<file path="src/lcs_map.svh">
// register offsets, field positions, reset values and timing counts
`ifndef LCS_MAP_SVH
`define LCS_MAP_SVH

`define LCS_ADDR_W          8
`define LCS_DATA_W          8

`define LCS_ADDR_LINE_CFG   8'h07
`define LCS_ADDR_FRAME_CFG  8'h0C
`define LCS_ADDR_PSAVE_CFG  8'h1A
`define LCS_ADDR_PSAVE_STAT 8'h2C
`define LCS_ADDR_PAL_BASE   8'h30
`define LCS_PAL_MASK        8'hFC

`define LCS_POL_BIT         6
`define LCS_SWSUSP_BIT      7
`define LCS_REFSEL_LO       0
`define LCS_REFSEL_HI       1

`define LCS_PSAVE_CFG_RST   8'h00
`define LCS_POL_CFG_RST     8'h00

`define LCS_RESUME_NS       40
`define LCS_CLK_PERIOD_NS   4
`define LCS_RESUME_CYC      ((`LCS_RESUME_NS + `LCS_CLK_PERIOD_NS - 1) / `LCS_CLK_PERIOD_NS)

`endif

</file>
<file path="src/lcs_pkg.sv">
// types shared by the suspend control block
package lcs_pkg;

    typedef enum logic [2:0] {
        LCS_ST_NORMAL = 3'h1,
        LCS_ST_SW     = 3'h2,
        LCS_ST_HW     = 3'h4
    } lcs_state_type;

    typedef enum logic [1:0] {
        LCS_REF_CBR  = 2'h0,
        LCS_REF_SELF = 2'h1,
        LCS_REF_NONE = 2'h2,
        LCS_REF_RSVD = 2'h3
    } lcs_refresh_type;

endpackage

</file>
<file path="src/lcs_reg_store.sv">
// byte-wide register store with registered read data
`timescale 1ns/10ps
module lcs_reg_store #(
    parameter int AW = 8,
    parameter int DW = 8
) (
    input  wire logic          sys_clk,
    input  wire logic          resetn,
    input  wire logic          wr_en,
    input  wire logic [AW-1:0] wr_addr,
    input  wire logic [DW-1:0] wr_data,
    input  wire logic          rd_en,
    input  wire logic [AW-1:0] rd_addr,
    output logic      [DW-1:0] rd_data
);
    // refuse sizes the store cannot serve
    if (AW < 1 || AW > 12 || DW < 1) begin : g_bad_size
        $error("lcs_reg_store: unsupported size");
    end

    logic [DW-1:0] mem [0:(1<<AW)-1];
    logic [DW-1:0] rd_data_r;

    always_ff @(posedge sys_clk) begin
        if (wr_en) begin
            mem[wr_addr] <= wr_data;
        end
    end

    always_ff @(posedge sys_clk or negedge resetn) begin
        if (!resetn) begin
            rd_data_r <= '0;
        end else if (rd_en) begin
            rd_data_r <= mem[rd_addr];
        end
    end

    assign rd_data = rd_data_r;
endmodule // lcs_reg_store

</file>
<file path="src/lcs_suspend_ctl.sv">
// power save state control for the panel and crt display controller
`timescale 1ns/10ps
`include "lcs_map.svh"

// Summary of operation
// normal, software suspend, hardware suspend states
// hardware suspend refuses all register access
// software suspend refuses only palette registers
// display memory access only when normal
// panel data driven low in suspend
// panel power off in suspend, on otherwise
// crt outputs disabled in suspend
// hw suspend cbr: only memory interface runs
// hw suspend self/no refresh: everything stops
// sw suspend cbr: host and memory run
// sw suspend self/no refresh: host runs
// refresh scheme selectable; suspend dram refresh only
// frame/line pulses held at inactive polarity
// palette strobes kept, pixel clock stopped
// host outputs only for allowed accesses
// resume restarts everything, registers kept
module lcs_suspend_ctl
    import lcs_pkg::*;
#(
    parameter int PANEL_W = 16,
    parameter int PAL_W   = 8
) (
    input  wire logic                   sys_clk,
    input  wire logic                   resetn,
    // register port
    input  wire logic [`LCS_ADDR_W-1:0] reg_addr,
    input  wire logic [`LCS_DATA_W-1:0] reg_wdata,
    input  wire logic                   reg_wr,
    input  wire logic                   reg_rd,
    output logic      [`LCS_DATA_W-1:0] reg_rdata,
    output logic                        host_out_en,
    // system suspend request
    input  wire logic                   hw_suspend_req,
    // display memory requests
    input  wire logic                   host_mem_req,
    output logic                        host_mem_grant,
    output logic                        host_mem_refused,
    // panel path from display pipeline
    input  wire logic [PANEL_W-1:0]     pipe_panel_data,
    input  wire logic                   pipe_frame_pulse,
    input  wire logic                   pipe_line_pulse,
    output logic      [PANEL_W-1:0]     panel_data,
    output logic                        panel_frame_pulse,
    output logic                        panel_line_pulse,
    output logic                        panel_power_control,
    output logic                        display_active,
    // crt and palette converter
    output logic                        crt_out_en,
    output logic                        palette_write_strobe_n,
    output logic                        palette_read_strobe_n,
    output logic                        palette_reg_select0,
    output logic                        palette_reg_select1,
    output logic      [PAL_W-1:0]       palette_wdata,
    input  wire logic [PAL_W-1:0]       palette_rdata,
    output logic                        palette_pixel_clock,
    // module and clock enables
    output logic                        core_clk_en,
    output logic                        host_if_clk_en,
    output logic                        mem_if_clk_en,
    // dram control
    output logic                        dram_refresh_only,
    output logic                        dram_cbr_refresh,
    output logic                        dram_self_refresh,
    output lcs_state_type               power_save_state
);
    // refuse widths the panel and palette paths cannot serve
    if (PANEL_W < 1 || PANEL_W > 16 || PAL_W != `LCS_DATA_W) begin : g_bad_w
        $error("lcs_suspend_ctl: unsupported width");
    end

    localparam int RESUME_CYC = `LCS_RESUME_CYC;
    localparam logic [3:0] RESUME_LOAD = 4'(RESUME_CYC);
    localparam logic [`LCS_DATA_W-1:0] POL_RST = `LCS_POL_CFG_RST;

    // decoded refresh selection, reserved code treated as no refresh
    function automatic lcs_refresh_type ref_sel(input logic [1:0] code);
        ref_sel = (code == LCS_REF_RSVD) ? LCS_REF_NONE
                                         : lcs_refresh_type'(code);
    endfunction

    // palette window hit for an address
    function automatic logic pal_hit(input logic [`LCS_ADDR_W-1:0] a);
        pal_hit = (a & `LCS_PAL_MASK) == `LCS_ADDR_PAL_BASE;
    endfunction

    lcs_state_type             state_r;
    lcs_state_type             state_nxt;
    logic [`LCS_DATA_W-1:0]    psave_cfg_r;
    logic                      frame_pol_r;
    logic                      line_pol_r;
    logic [3:0]                resume_cnt_r;
    logic [PANEL_W-1:0]        panel_data_r;
    logic                      frame_pulse_r;
    logic                      line_pulse_r;
    logic                      pix_clk_r;
    logic                      pal_wr_n_r;
    logic                      pal_rd_n_r;
    logic [1:0]                pal_sel_r;
    logic [PAL_W-1:0]          pal_wdata_r;
    logic [1:0]                rd_src_r;
    logic [`LCS_DATA_W-1:0]    special_rdata_r;
    logic                      host_oe_r;
    logic                      mem_grant_r;
    logic                      mem_refused_r;
    logic [`LCS_DATA_W-1:0]    store_rdata;

    // state decode
    wire                  st_normal = (state_r == LCS_ST_NORMAL);
    wire                  st_sw     = (state_r == LCS_ST_SW);
    wire                  st_hw     = (state_r == LCS_ST_HW);
    wire                  suspended = !st_normal;
    wire lcs_refresh_type ref_mode  =
        ref_sel(psave_cfg_r[`LCS_REFSEL_HI:`LCS_REFSEL_LO]);
    wire                  ref_cbr   = (ref_mode == LCS_REF_CBR);
    wire                  sw_req    = psave_cfg_r[`LCS_SWSUSP_BIT];

    // register access acceptance
    wire addr_pal    = pal_hit(reg_addr);
    wire reg_allowed = st_normal || (st_sw && !addr_pal);
    wire wr_ok       = reg_wr && reg_allowed;
    wire rd_ok       = reg_rd && reg_allowed;
    wire wr_psave    = wr_ok && (reg_addr == `LCS_ADDR_PSAVE_CFG);
    wire wr_frame    = wr_ok && (reg_addr == `LCS_ADDR_FRAME_CFG);
    wire wr_line     = wr_ok && (reg_addr == `LCS_ADDR_LINE_CFG);
    wire wr_pal      = wr_ok && addr_pal;
    wire rd_pal      = rd_ok && addr_pal;
    wire rd_stat     = rd_ok && (reg_addr == `LCS_ADDR_PSAVE_STAT);
    wire wr_store    = wr_ok && !addr_pal;
    wire rd_store    = rd_ok && !addr_pal && !rd_stat;

    // status word: state code, refresh mode, resume busy
    wire [`LCS_DATA_W-1:0] stat_word = {
        (resume_cnt_r != 4'h0), 2'h0, ref_mode, state_r
    };

    // power state selection, hardware request takes priority
    always_comb begin
        state_nxt = state_r;
        unique case (state_r)
            LCS_ST_NORMAL: begin
                if (hw_suspend_req) begin
                    state_nxt = LCS_ST_HW;
                end else if (sw_req) begin
                    state_nxt = LCS_ST_SW;
                end
            end
            LCS_ST_SW: begin
                if (hw_suspend_req) begin
                    state_nxt = LCS_ST_HW;
                end else if (!sw_req) begin
                    state_nxt = LCS_ST_NORMAL;
                end
            end
            LCS_ST_HW: begin
                if (!hw_suspend_req) begin
                    state_nxt = sw_req ? LCS_ST_SW : LCS_ST_NORMAL;
                end
            end
            default: begin
                state_nxt = LCS_ST_NORMAL;
            end
        endcase
    end

    always_ff @(posedge sys_clk or negedge resetn) begin
        if (!resetn) begin
            state_r <= LCS_ST_NORMAL;
        end else begin
            state_r <= state_nxt;
        end
    end

    // configuration bits kept across suspend
    always_ff @(posedge sys_clk or negedge resetn) begin
        if (!resetn) begin
            psave_cfg_r <= `LCS_PSAVE_CFG_RST;
            frame_pol_r <= POL_RST[`LCS_POL_BIT];
            line_pol_r  <= POL_RST[`LCS_POL_BIT];
        end else begin
            if (wr_psave) begin
                psave_cfg_r <= reg_wdata;
            end
            if (wr_frame) begin
                frame_pol_r <= reg_wdata[`LCS_POL_BIT];
            end
            if (wr_line) begin
                line_pol_r <= reg_wdata[`LCS_POL_BIT];
            end
        end
    end

    // short settle time after leaving suspend before display resumes
    always_ff @(posedge sys_clk or negedge resetn) begin
        if (!resetn) begin
            resume_cnt_r <= 4'h0;
        end else if (suspended) begin
            resume_cnt_r <= RESUME_LOAD;
        end else if (resume_cnt_r != 4'h0) begin
            resume_cnt_r <= resume_cnt_r - 4'h1;
        end
    end

    wire disp_run = st_normal && (resume_cnt_r == 4'h0);

    // panel outputs; polarity bit set means active high
    always_ff @(posedge sys_clk or negedge resetn) begin
        if (!resetn) begin
            panel_data_r  <= '0;
            frame_pulse_r <= 1'b0;
            line_pulse_r  <= 1'b0;
        end else if (disp_run) begin
            panel_data_r  <= pipe_panel_data;
            frame_pulse_r <= pipe_frame_pulse;
            line_pulse_r  <= pipe_line_pulse;
        end else begin
            panel_data_r  <= '0;
            frame_pulse_r <= !frame_pol_r;
            line_pulse_r  <= !line_pol_r;
        end
    end

    // palette pixel clock runs at half rate only while displaying
    always_ff @(posedge sys_clk or negedge resetn) begin
        if (!resetn) begin
            pix_clk_r <= 1'b0;
        end else if (disp_run) begin
            pix_clk_r <= !pix_clk_r;
        end else begin
            pix_clk_r <= 1'b0;
        end
    end

    // palette converter strobes, one cycle per accepted access
    always_ff @(posedge sys_clk or negedge resetn) begin
        if (!resetn) begin
            pal_wr_n_r  <= 1'b1;
            pal_rd_n_r  <= 1'b1;
            pal_sel_r   <= 2'h0;
            pal_wdata_r <= '0;
        end else begin
            pal_wr_n_r <= !wr_pal;
            pal_rd_n_r <= !rd_pal;
            if (wr_pal || rd_pal) begin
                pal_sel_r <= reg_addr[1:0];
            end
            if (wr_pal) begin
                pal_wdata_r <= reg_wdata;
            end
        end
    end

    // read source: 0 none, 1 store, 2 status, 3 palette
    always_ff @(posedge sys_clk or negedge resetn) begin
        if (!resetn) begin
            rd_src_r        <= 2'h0;
            special_rdata_r <= '0;
            host_oe_r       <= 1'b0;
        end else begin
            rd_src_r  <= rd_store ? 2'h1 : rd_stat ? 2'h2
                       : rd_pal ? 2'h3 : 2'h0;
            host_oe_r <= rd_ok;
            if (rd_stat) begin
                special_rdata_r <= stat_word;
            end
        end
    end

    // palette read data sampled in the accepted read cycle, on the edge that drives its strobe low
    logic [PAL_W-1:0] pal_rdata_r;
    always_ff @(posedge sys_clk or negedge resetn) begin
        if (!resetn) begin
            pal_rdata_r <= '0;
        end else if (rd_pal) begin
            pal_rdata_r <= palette_rdata;
        end
    end

    // display memory access gating
    always_ff @(posedge sys_clk or negedge resetn) begin
        if (!resetn) begin
            mem_grant_r   <= 1'b0;
            mem_refused_r <= 1'b0;
        end else begin
            mem_grant_r   <= host_mem_req && st_normal;
            mem_refused_r <= host_mem_req && !st_normal;
        end
    end

    lcs_reg_store #(
        .AW (`LCS_ADDR_W),
        .DW (`LCS_DATA_W)
    ) u_store (
        .sys_clk (sys_clk),
        .resetn  (resetn),
        .wr_en   (wr_store),
        .wr_addr (reg_addr),
        .wr_data (reg_wdata),
        .rd_en   (rd_store),
        .rd_addr (reg_addr),
        .rd_data (store_rdata)
    );

    // read data mux, registered sources only
    wire [`LCS_DATA_W-1:0] rdata_sel =
        (rd_src_r == 2'h1) ? store_rdata :
        (rd_src_r == 2'h2) ? special_rdata_r :
        (rd_src_r == 2'h3) ? pal_rdata_r : '0;

    assign reg_rdata   = host_oe_r ? rdata_sel : '0;
    assign host_out_en = host_oe_r;

    assign host_mem_grant   = mem_grant_r;
    assign host_mem_refused = mem_refused_r;

    assign panel_data          = panel_data_r;
    assign panel_frame_pulse   = frame_pulse_r;
    assign panel_line_pulse    = line_pulse_r;
    assign panel_power_control = st_normal;
    assign display_active      = disp_run;
    assign crt_out_en          = st_normal;

    assign palette_write_strobe_n = pal_wr_n_r;
    assign palette_read_strobe_n  = pal_rd_n_r;
    assign palette_reg_select0    = pal_sel_r[0];
    assign palette_reg_select1    = pal_sel_r[1];
    assign palette_wdata          = pal_wdata_r;
    assign palette_pixel_clock    = pix_clk_r;

    // internal module and clock enables per state and refresh scheme
    assign core_clk_en    = st_normal;
    assign host_if_clk_en = st_normal || st_sw;
    assign mem_if_clk_en  = st_normal || ref_cbr;

    // dram behaviour while suspended
    assign dram_refresh_only = suspended;
    assign dram_cbr_refresh  = suspended && ref_cbr;
    assign dram_self_refresh = suspended
                             && (ref_mode == LCS_REF_SELF);

    assign power_save_state = state_r;
endmodule // lcs_suspend_ctl

</file>
<file path="config.mk">
export PLATFORM = sky130hd
export DESIGN_NAME = lcs_suspend_ctl
export DESIGN_NICKNAME = d
export VERILOG_FILES = /design/src/lcs_pkg.sv /design/src/lcs_reg_store.sv /design/src/lcs_suspend_ctl.sv
export VERILOG_INCLUDE_DIRS = /design/src
export SDC_FILE = /design/constraint.sdc
export NUM_CORES = 2
export LEC_CHECK = 0
export BUFFER_PORTS_ARGS = -buffer_cell sky130_fd_sc_hd__clkbuf_2
export CAP_MARGIN = 30
export CORE_AREA = 2 2 603 605
export CTS_CLUSTER_DIAMETER = 150
export DETAILED_ROUTE_END_ITERATION = 8
export DIE_AREA = 0 0 605 607
export PLACE_DENSITY_LB_ADDON = 0.3
export SLEW_MARGIN = 10
export SYNTH_ARGS = -nofsm -noshare
export SYNTH_HDL_FRONTEND = slang
export SYNTH_HIERARCHICAL = 1
export SYNTH_SLANG_ARGS = --single-unit
</file>
<file path="constraint.sdc">
create_clock -name sys_clk -period 3.85 [get_ports sys_clk]
set_clock_uncertainty 0.15 [all_clocks]
set_input_delay 0.385 -clock sys_clk [delete_from_list [all_inputs] [get_ports sys_clk]]
set_output_delay 0.385 -clock sys_clk [all_outputs]
set_load 0.05 [all_outputs]
</file>
# After elaboration in Yosys (flattened, before gate mapping)
# Memory sizes are Yosys's and may differ from the RTL's. A register that Yosys moved wholly into a read port is not among the register bits.
# Cells that the tools add are included.
# W data, S select, Z words.
[word_totals] input_bits=48 memories=1 register_bits=67 elab_cells=95 mem_bits_rw=2048 out_inout_bits=54
[op_classes] add_sub_neg=1 eq_ne=17 n_reduce_logical=34 muxes=23
[mem_list] memory="u_store.mem" words=256 width=8 read_ports=1 rd_clocked_by_memory_dff=1 wr=1 line="lcs_reg_store.sv:21" source="logic [DW-1:0] mem [0:(1<<AW)-1];"
[op_table] cell="$mux W8" n=4
[op_table] cell="$logic_and A1 B1 Y1" n=17
[op_table] cell="$mux W16" n=1
[op_table] cell="$mux W3" n=5
[op_table] cell="$mux W2" n=5
[op_table] cell="$logic_not A1 Y1" n=9
[op_table] cell="$pmux W3 S3" n=1
[op_table] cell="$eq A8 B3 Y1 const B" n=1
[op_table] cell="$eq A8 B4 Y1 const B" n=1
[op_table] cell="$eq A8 B5 Y1 const B" n=1
[op_table] cell="$eq A8 B6 Y1 const B" n=1
[op_table] cell="$mux W4" n=2
[op_table] cell="$eq A2 B2 Y1 const B" n=3
[op_table] cell="$eq A6 B4 Y1 const B" n=1
[op_table] cell="$ne A3 B3 Y1 const B" n=2
[op_table] cell="$mux W1" n=5
[op_table] cell="$eq A2 B1 Y1 const B" n=2
[op_table] cell="$logic_not A4 Y1" n=1
[op_table] cell="$logic_or A1 B1 Y1" n=4
[op_table] cell="$reduce_bool A4 Y1" n=1
[op_table] cell="$sub A4 B1 Y4 const B" n=1
[op_table] cell="$eq A3 B1 Y1 const B" n=1
[op_table] cell="$eq A3 B2 Y1 const B" n=1
[op_table] cell="$eq A3 B3 Y1 const B" n=1
[op_table] cell="4 further kinds" n=4

# Longest topological paths before layout
[depth] depth_word=9 mapped_depth=13 ltp_nobuf=11

# By module
# Netlist, hierarchy kept.
[modules_own_cells] mod="lcs_reg_store" instances=1 cells_per_inst=3816 seq_area_each_um2=61699.2 area_per_inst_um2=79961.7
[modules_own_cells] mod="lcs_suspend_ctl" instances=1 cells_per_inst=208 seq_area_each_um2=1555.2 area_per_inst_um2=2677.6

# Least setup slack after synthesis
# OpenSTA, ideal clock, no wires.
[synth_timing] path_type="register to register" from="register state_r[0], in the netlist power_save_state[0]" to="memory u_store.mem[104][0] (enable)" setup_slack_ns=0.797 required_time_ns=3.330 stages_incl_launch_ff=10 setup_time_ns=0.370 arrival_time_ns=2.533 n_path_buf=3 synth_period_minus_slack_ns=3.053 path_cell_list="dfstp_2 xnor2_1 nor2_4 nand2_1 nor2_1 clkbuf_1 clkbuf_1 nand3_1 clkbuf_1 nor2_1"
[synth_between] elab_chain_cells=7 word_cells_on_any_way=8 cone_classes="eq/ne: 2; mux: 2; reduce/logical: 4"
[synth_lines] item="start, declared" line="lcs_suspend_ctl.sv:91" source="lcs_state_type state_r;"
[synth_lines] item="start signal, assigned" line="lcs_suspend_ctl.sv:174" source="state_r <= state_nxt;"
[synth_lines] item="$eq A3 B2 Y1" line="lcs_suspend_ctl.sv:114" source="wire st_sw = (state_r == LCS_ST_SW);"
[synth_lines] item="$logic_and A1 B1 Y1" line="lcs_suspend_ctl.sv:124" source="wire reg_allowed = st_normal || (st_sw && !addr_pal);"
[synth_lines] item="$logic_or A1 B1 Y1 (*)" line="lcs_suspend_ctl.sv:124"
[synth_lines] item="$logic_and A1 B1 Y1 (*)" line="lcs_suspend_ctl.sv:125" source="wire wr_ok = reg_wr && reg_allowed;"
[synth_lines] item="$logic_and A1 B1 Y1 (*)" line="lcs_suspend_ctl.sv:133" source="wire wr_store = wr_ok && !addr_pal;"
[synth_lines] item="via wr_store" line="lcs_suspend_ctl.sv:133"
[synth_lines] item="$mux W1 (*)" line="lcs_reg_store.sv:25" source="if (wr_en) begin"
[synth_lines] item="$mux W1 (not written as such) (*)" line="lcs_reg_store.sv:26" source="mem[wr_addr] <= wr_data;"
[synth_lines] item="end, declared" line="lcs_reg_store.sv:21"
# The timed path passes the listed nets; every way through them passes the cells marked *.

# Final worst setup path
[layout_timing] from="input reg_addr[0]" to="register u_store.rd_data_r[1], in the netlist u_store/rd_data[1], read port of u_store.mem"
[layout_between] elab_chain_cells=4
[layout_lines] item="start, declared" line="lcs_suspend_ctl.sv:31" source="input wire logic [`LCS_ADDR_W-1:0] reg_addr,"
[layout_lines] item="$eq A8 B6 Y1 (no source line)"
[layout_lines] item="$logic_and A1 B1 Y1" line="lcs_suspend_ctl.sv:132" source="wire rd_stat = rd_ok && (reg_addr == `LCS_ADDR_PSAVE_STAT);"
[layout_lines] item="$logic_not A1 Y1" line="lcs_suspend_ctl.sv:134" source="wire rd_store = rd_ok && !addr_pal && !rd_stat;"
[layout_lines] item="$logic_and A1 B1 Y1" line="lcs_suspend_ctl.sv:134"
[layout_lines] item="end, declared" line="lcs_reg_store.sv:22" source="logic [DW-1:0] rd_data_r;"
# Several ways; a longest one is shown, not always the timed one.
# A chain may end at the register's enable or synchronous reset.

==> metrics.md <==
| Metric | Value |
|---|---|
| Crit-path max FO | 23 |
| Site Rows | 221 |
| GRT Util Overall | 13.41% |
| TritonCTS clock tree | yes |
| MaxCap Viol Count | 0 |
| ANT nets after route | 0 |
| First DRT Iteration DRCs | 4924 |
| Chip Width | 605 um |
| GRT overflow | 0 |
| Total Routed Length | 251.5 mm |
| Placed inst area | 92940 um2 |
| FMAX | 0.2719 GHz |
| R2R Setup Slk | 0.30 ns |
| Hold Vio Cnt, Final | 0 |
| Power Density | 507.1 nW/um2 |
| Seq cells post-synth | 2118 |
| Fin area | 100900 um2 |
| Post-synth EDFFs | 2048 |
| Post-synthesis mux area share | 14.88% |
| CTS sink cnt | 2118 |
| CP arrival | 4.25 ns |
| Placed insts | 9290 |
| Post-synth top area cell | edfxtp_1 |
| Worst r2r path cells | 9 |
| Simple-gate share of the synthesized area | 3.481% |
| Synth Net Count | 4073 |
| DP HPWL | 164.0 mm |
| Hold Path Cell Cnt | 1 |
| Fin Hold WS | 0.01572 ns |
| Final setup violation count | 0 |
| Num ports | 102 |
| Sum Neg Setup Slack | 0 ns |
| Initial antenna violation count | 19 |
| Total power | 51.18 mW |
| Fraction of the cycle the final worst path needs | 95.53% |
| Number of buffers created by CTS | 222 |
| Die area | 367200 um2 |
| Largest cells by area after synthesis | edfxtp_1 (74%), mux4_2 (12%), mux2i_1 (2.1%), dfrtp_1 (2.0%), nor2_1 (1.4%) |
| Synth Area per Inst | 20.54 um2 |
| Yosys cell types | 77 |
| Post-Synth XOR/XNOR Area | 0.03180% |
| TritonRoute pass-1 iters | 5 |
| Status | finished, final reports clean |
| Vias | 44110 |
| RSZ-0062 raised after global routing | false |
| Crit-path slowest cell | a2111oi_0 |
| Layout cells sized above 1 | 31.72% |
| Gate Count Post-Synth | 4024 |
| Largest net degree at the start of global routing | 126 |
| Register area share after synthesis | 76.54% |
| Post-synth ARST share | 3.305% |
| Tmin final | 3.678 ns |
| Top-area cell type share of the netlist area | 74.42% |
| # DRC | 0 |
| Synthesized cell area | 82640 um2 |
| First-pass GRT wire length | 350.6 mm |
| Slew HR | 28.62% |
| Via-per-instance ratio | 4.519 |
| Critical Path Max Stage Delay | 0.81 ns |
| IO Port Bufs | 101 |
| Critical path class | primary input to flip-flop |
| GP Congestion | 0.8256 |
| Main combinational cell family by area after synthesis | multiplexers |
| Adder-cell share of the synthesized area | 0.01514% |
| Skew-Pair Late Insertion Delay | 0.87 ns |
| Core Util, Final | 27.97% |
| CORE AREA | 360900 um2 |
| Critical Path End Type | flip-flop |
| Worst vdd ir | 0.0004191 V |
| Post-synthesis compound-gate area fraction | 3.067% |
| Layout area overhead | 22.14% |
| Max Slew Vio Count | 0 |
| Worst slack at placement | -0.3860 ns |
| Average wire per standard cell | 25.76 um |
| Vias in the first global route | 44040 |
| Ys Warns | 6 |
| Top FF cell, synth | edfxtp_1 |
| Finished Layout Cells | 9762 |
| Hold Path Class | primary input to flip-flop |
| Worst-path clk slew | 0.06 ns |
| Post-route setup slack | 0.1721 ns |
| Top cell by count, worst path | buf_4 |
| Layout net count | 4822 |
| Leak | 32.54 nW |
| Actual slew at the worst max-slew pin | 1.071 ns |
| Initial cell density of the core | 22.90% |
| WP data required | 4.42 ns |
| Fillers | 35720 |
| CP Cell Sequence | dlygate4sd3_1 -> buf_8 -> buf_4 -> buf_12 -> mux4_2 -> and2_1 -> a2111oi_0 -> buf_4 -> o31ai_1 -> buf_4 -> nand4_1 -> o311ai_0 |
| Max H-tree Level | 4 |
| Clock tree buffer depth | 3 |
| Clock root buffer | clkbuf_16 |
| Die Ht | 607 um |
| Setup crit start kind | primary input |
==> registers in the layout, indices dropped and copies added, names as in the netlist <==
signal	count
frame_pol_r	1
host_mem_grant	1
host_mem_refused	1
host_out_en	1
line_pol_r	1
pal_rdata_r	8
pal_sel_r	2
palette_pixel_clock	1
palette_read_strobe_n	1
palette_wdata	8
palette_write_strobe_n	1
panel_data	16
panel_frame_pulse	1
panel_line_pulse	1
power_save_state	3
psave_cfg_r	3
rd_src_r	2
resume_cnt_r	4
special_rdata_r	6
u_store/mem	2048
u_store/rd_data	8
==> final timing paths <==
kind,from,endpoint
setup reg to reg,power_save_state[0],u_store/rd_data[2]
hold / removal,reg_wdata[4],u_store/mem[104][4]
setup / recovery,reg_addr[0],u_store/rd_data[1]
hold reg to reg,psave_cfg_r[7],power_save_state[0]
min in group asynchronous,resetn,pal_rdata_r[3]
max in group asynchronous,resetn,palette_write_strobe_n
==> layer usage <==
layer  track usage, %  routed length (um)  vias up
met2            21.54              117600     1632
met1            19.14              113400    23950
met3            1.732               14990      302
met5                0                  13        -
met4            3.315                5476        2
li1                 -                   -    18230
==> final cells by class <==
cell class,instances,area (um2),area share (%)
diodes,6,15.01,0.01487
repair buffers,773,6404,6.344
flip-flops and latches,2118,63250,62.67
clock inverters,142,1577,1.562
clock buffers,271,5852,5.797
well taps,4794,5998,5.943
multi-input cells,1648,17800,17.63
inverters,10,38.79,0.03843
==> where the power goes <==
part           switching (mW)  leakage, nW  total (mW)  internal [mW]
combinational            2.47         9.59        3.71           1.24
sequential              0.211         19.3        25.6           25.4
clock                    9.18         3.63        21.8           12.6
total                    11.9         32.5        51.2           39.3
==> cells in the final DEF (no fill, tap or decap), types with 25 or more instances in the layout <==
| cell type | n |
|---|---|
| clkbuf_2 | 88 |
| a211oi_1 | 25 |
| dfrtp_1 | 67 |
| nor3_1 | 44 |
| nand3_1 | 51 |
| clkbuf_1 | 40 |
| mux2_2 | 46 |
| mux4_2 | 443 |
| o221ai_1 | 33 |
| buf_4 | 572 |
| bufinv_16 | 27 |
| and2_1 | 29 |
| o22ai_1 | 76 |
| buf_12 | 48 |
| dlygate4sd3_1 | 51 |
| o21ai_0 | 30 |
| clkinv_2 | 48 |
| clkbuf_16 | 224 |
| nor2_1 | 302 |
| clkinv_1 | 41 |
| a21oi_1 | 38 |
| nand2_1 | 88 |
| edfxtp_1 | 2048 |
| a22oi_1 | 60 |
| mux2i_1 | 174 |
==> worst max-delay path: cells and delay by family <==
family | cells | cell delay (ns)
AOI/OAI and AO/OA | 3 | 1.12
and+or+nand+nor | 2 | 0.28
muxes | 1 | 0.58
buffers and inverters | 6 | 1.82
==> what timing repair did <==
| action | 4_1_cts | 5_1_grt |
|---|---|---|
| resized for setup | 0 | 2 |
| hold endpoints to repair | 530 | 14 |
| hold buffers | 50 | 1 |
| setup buffers | 0 | 0 |
| setup endpoints to repair | 0 | 3 |
==> synthesized netlist by cell type, types with 45 or more instances <==
| master | n |
|---|---|
| dfrtp_1 | 67 |
| mux4_2 | 443 |
| nor2_1 | 303 |
| nor3_1 | 46 |
| o22ai_1 | 76 |
| nand3_1 | 51 |
| clkbuf_1 | 91 |
| buf_2 | 67 |
| edfxtp_1 | 2048 |
| a22oi_1 | 60 |
| nand2_1 | 89 |
| mux2i_1 | 174 |
| buf_6 | 45 |
| mux2_2 | 46 |
==> kinds of logic (layout without fill, tap and decap cells) <==
family	Yosys count	in the layout
DFF	2118	2118
muxes	666	666
and+or+nand+nor	620	620
AOI/OAI and AO/OA	358	358
buffers and inverters	258	1196
xor gates and xnor gates	3	3
adders and majority gates	1	1
other	0	6
Note: power is estimated with default switching activity, not from simulation.
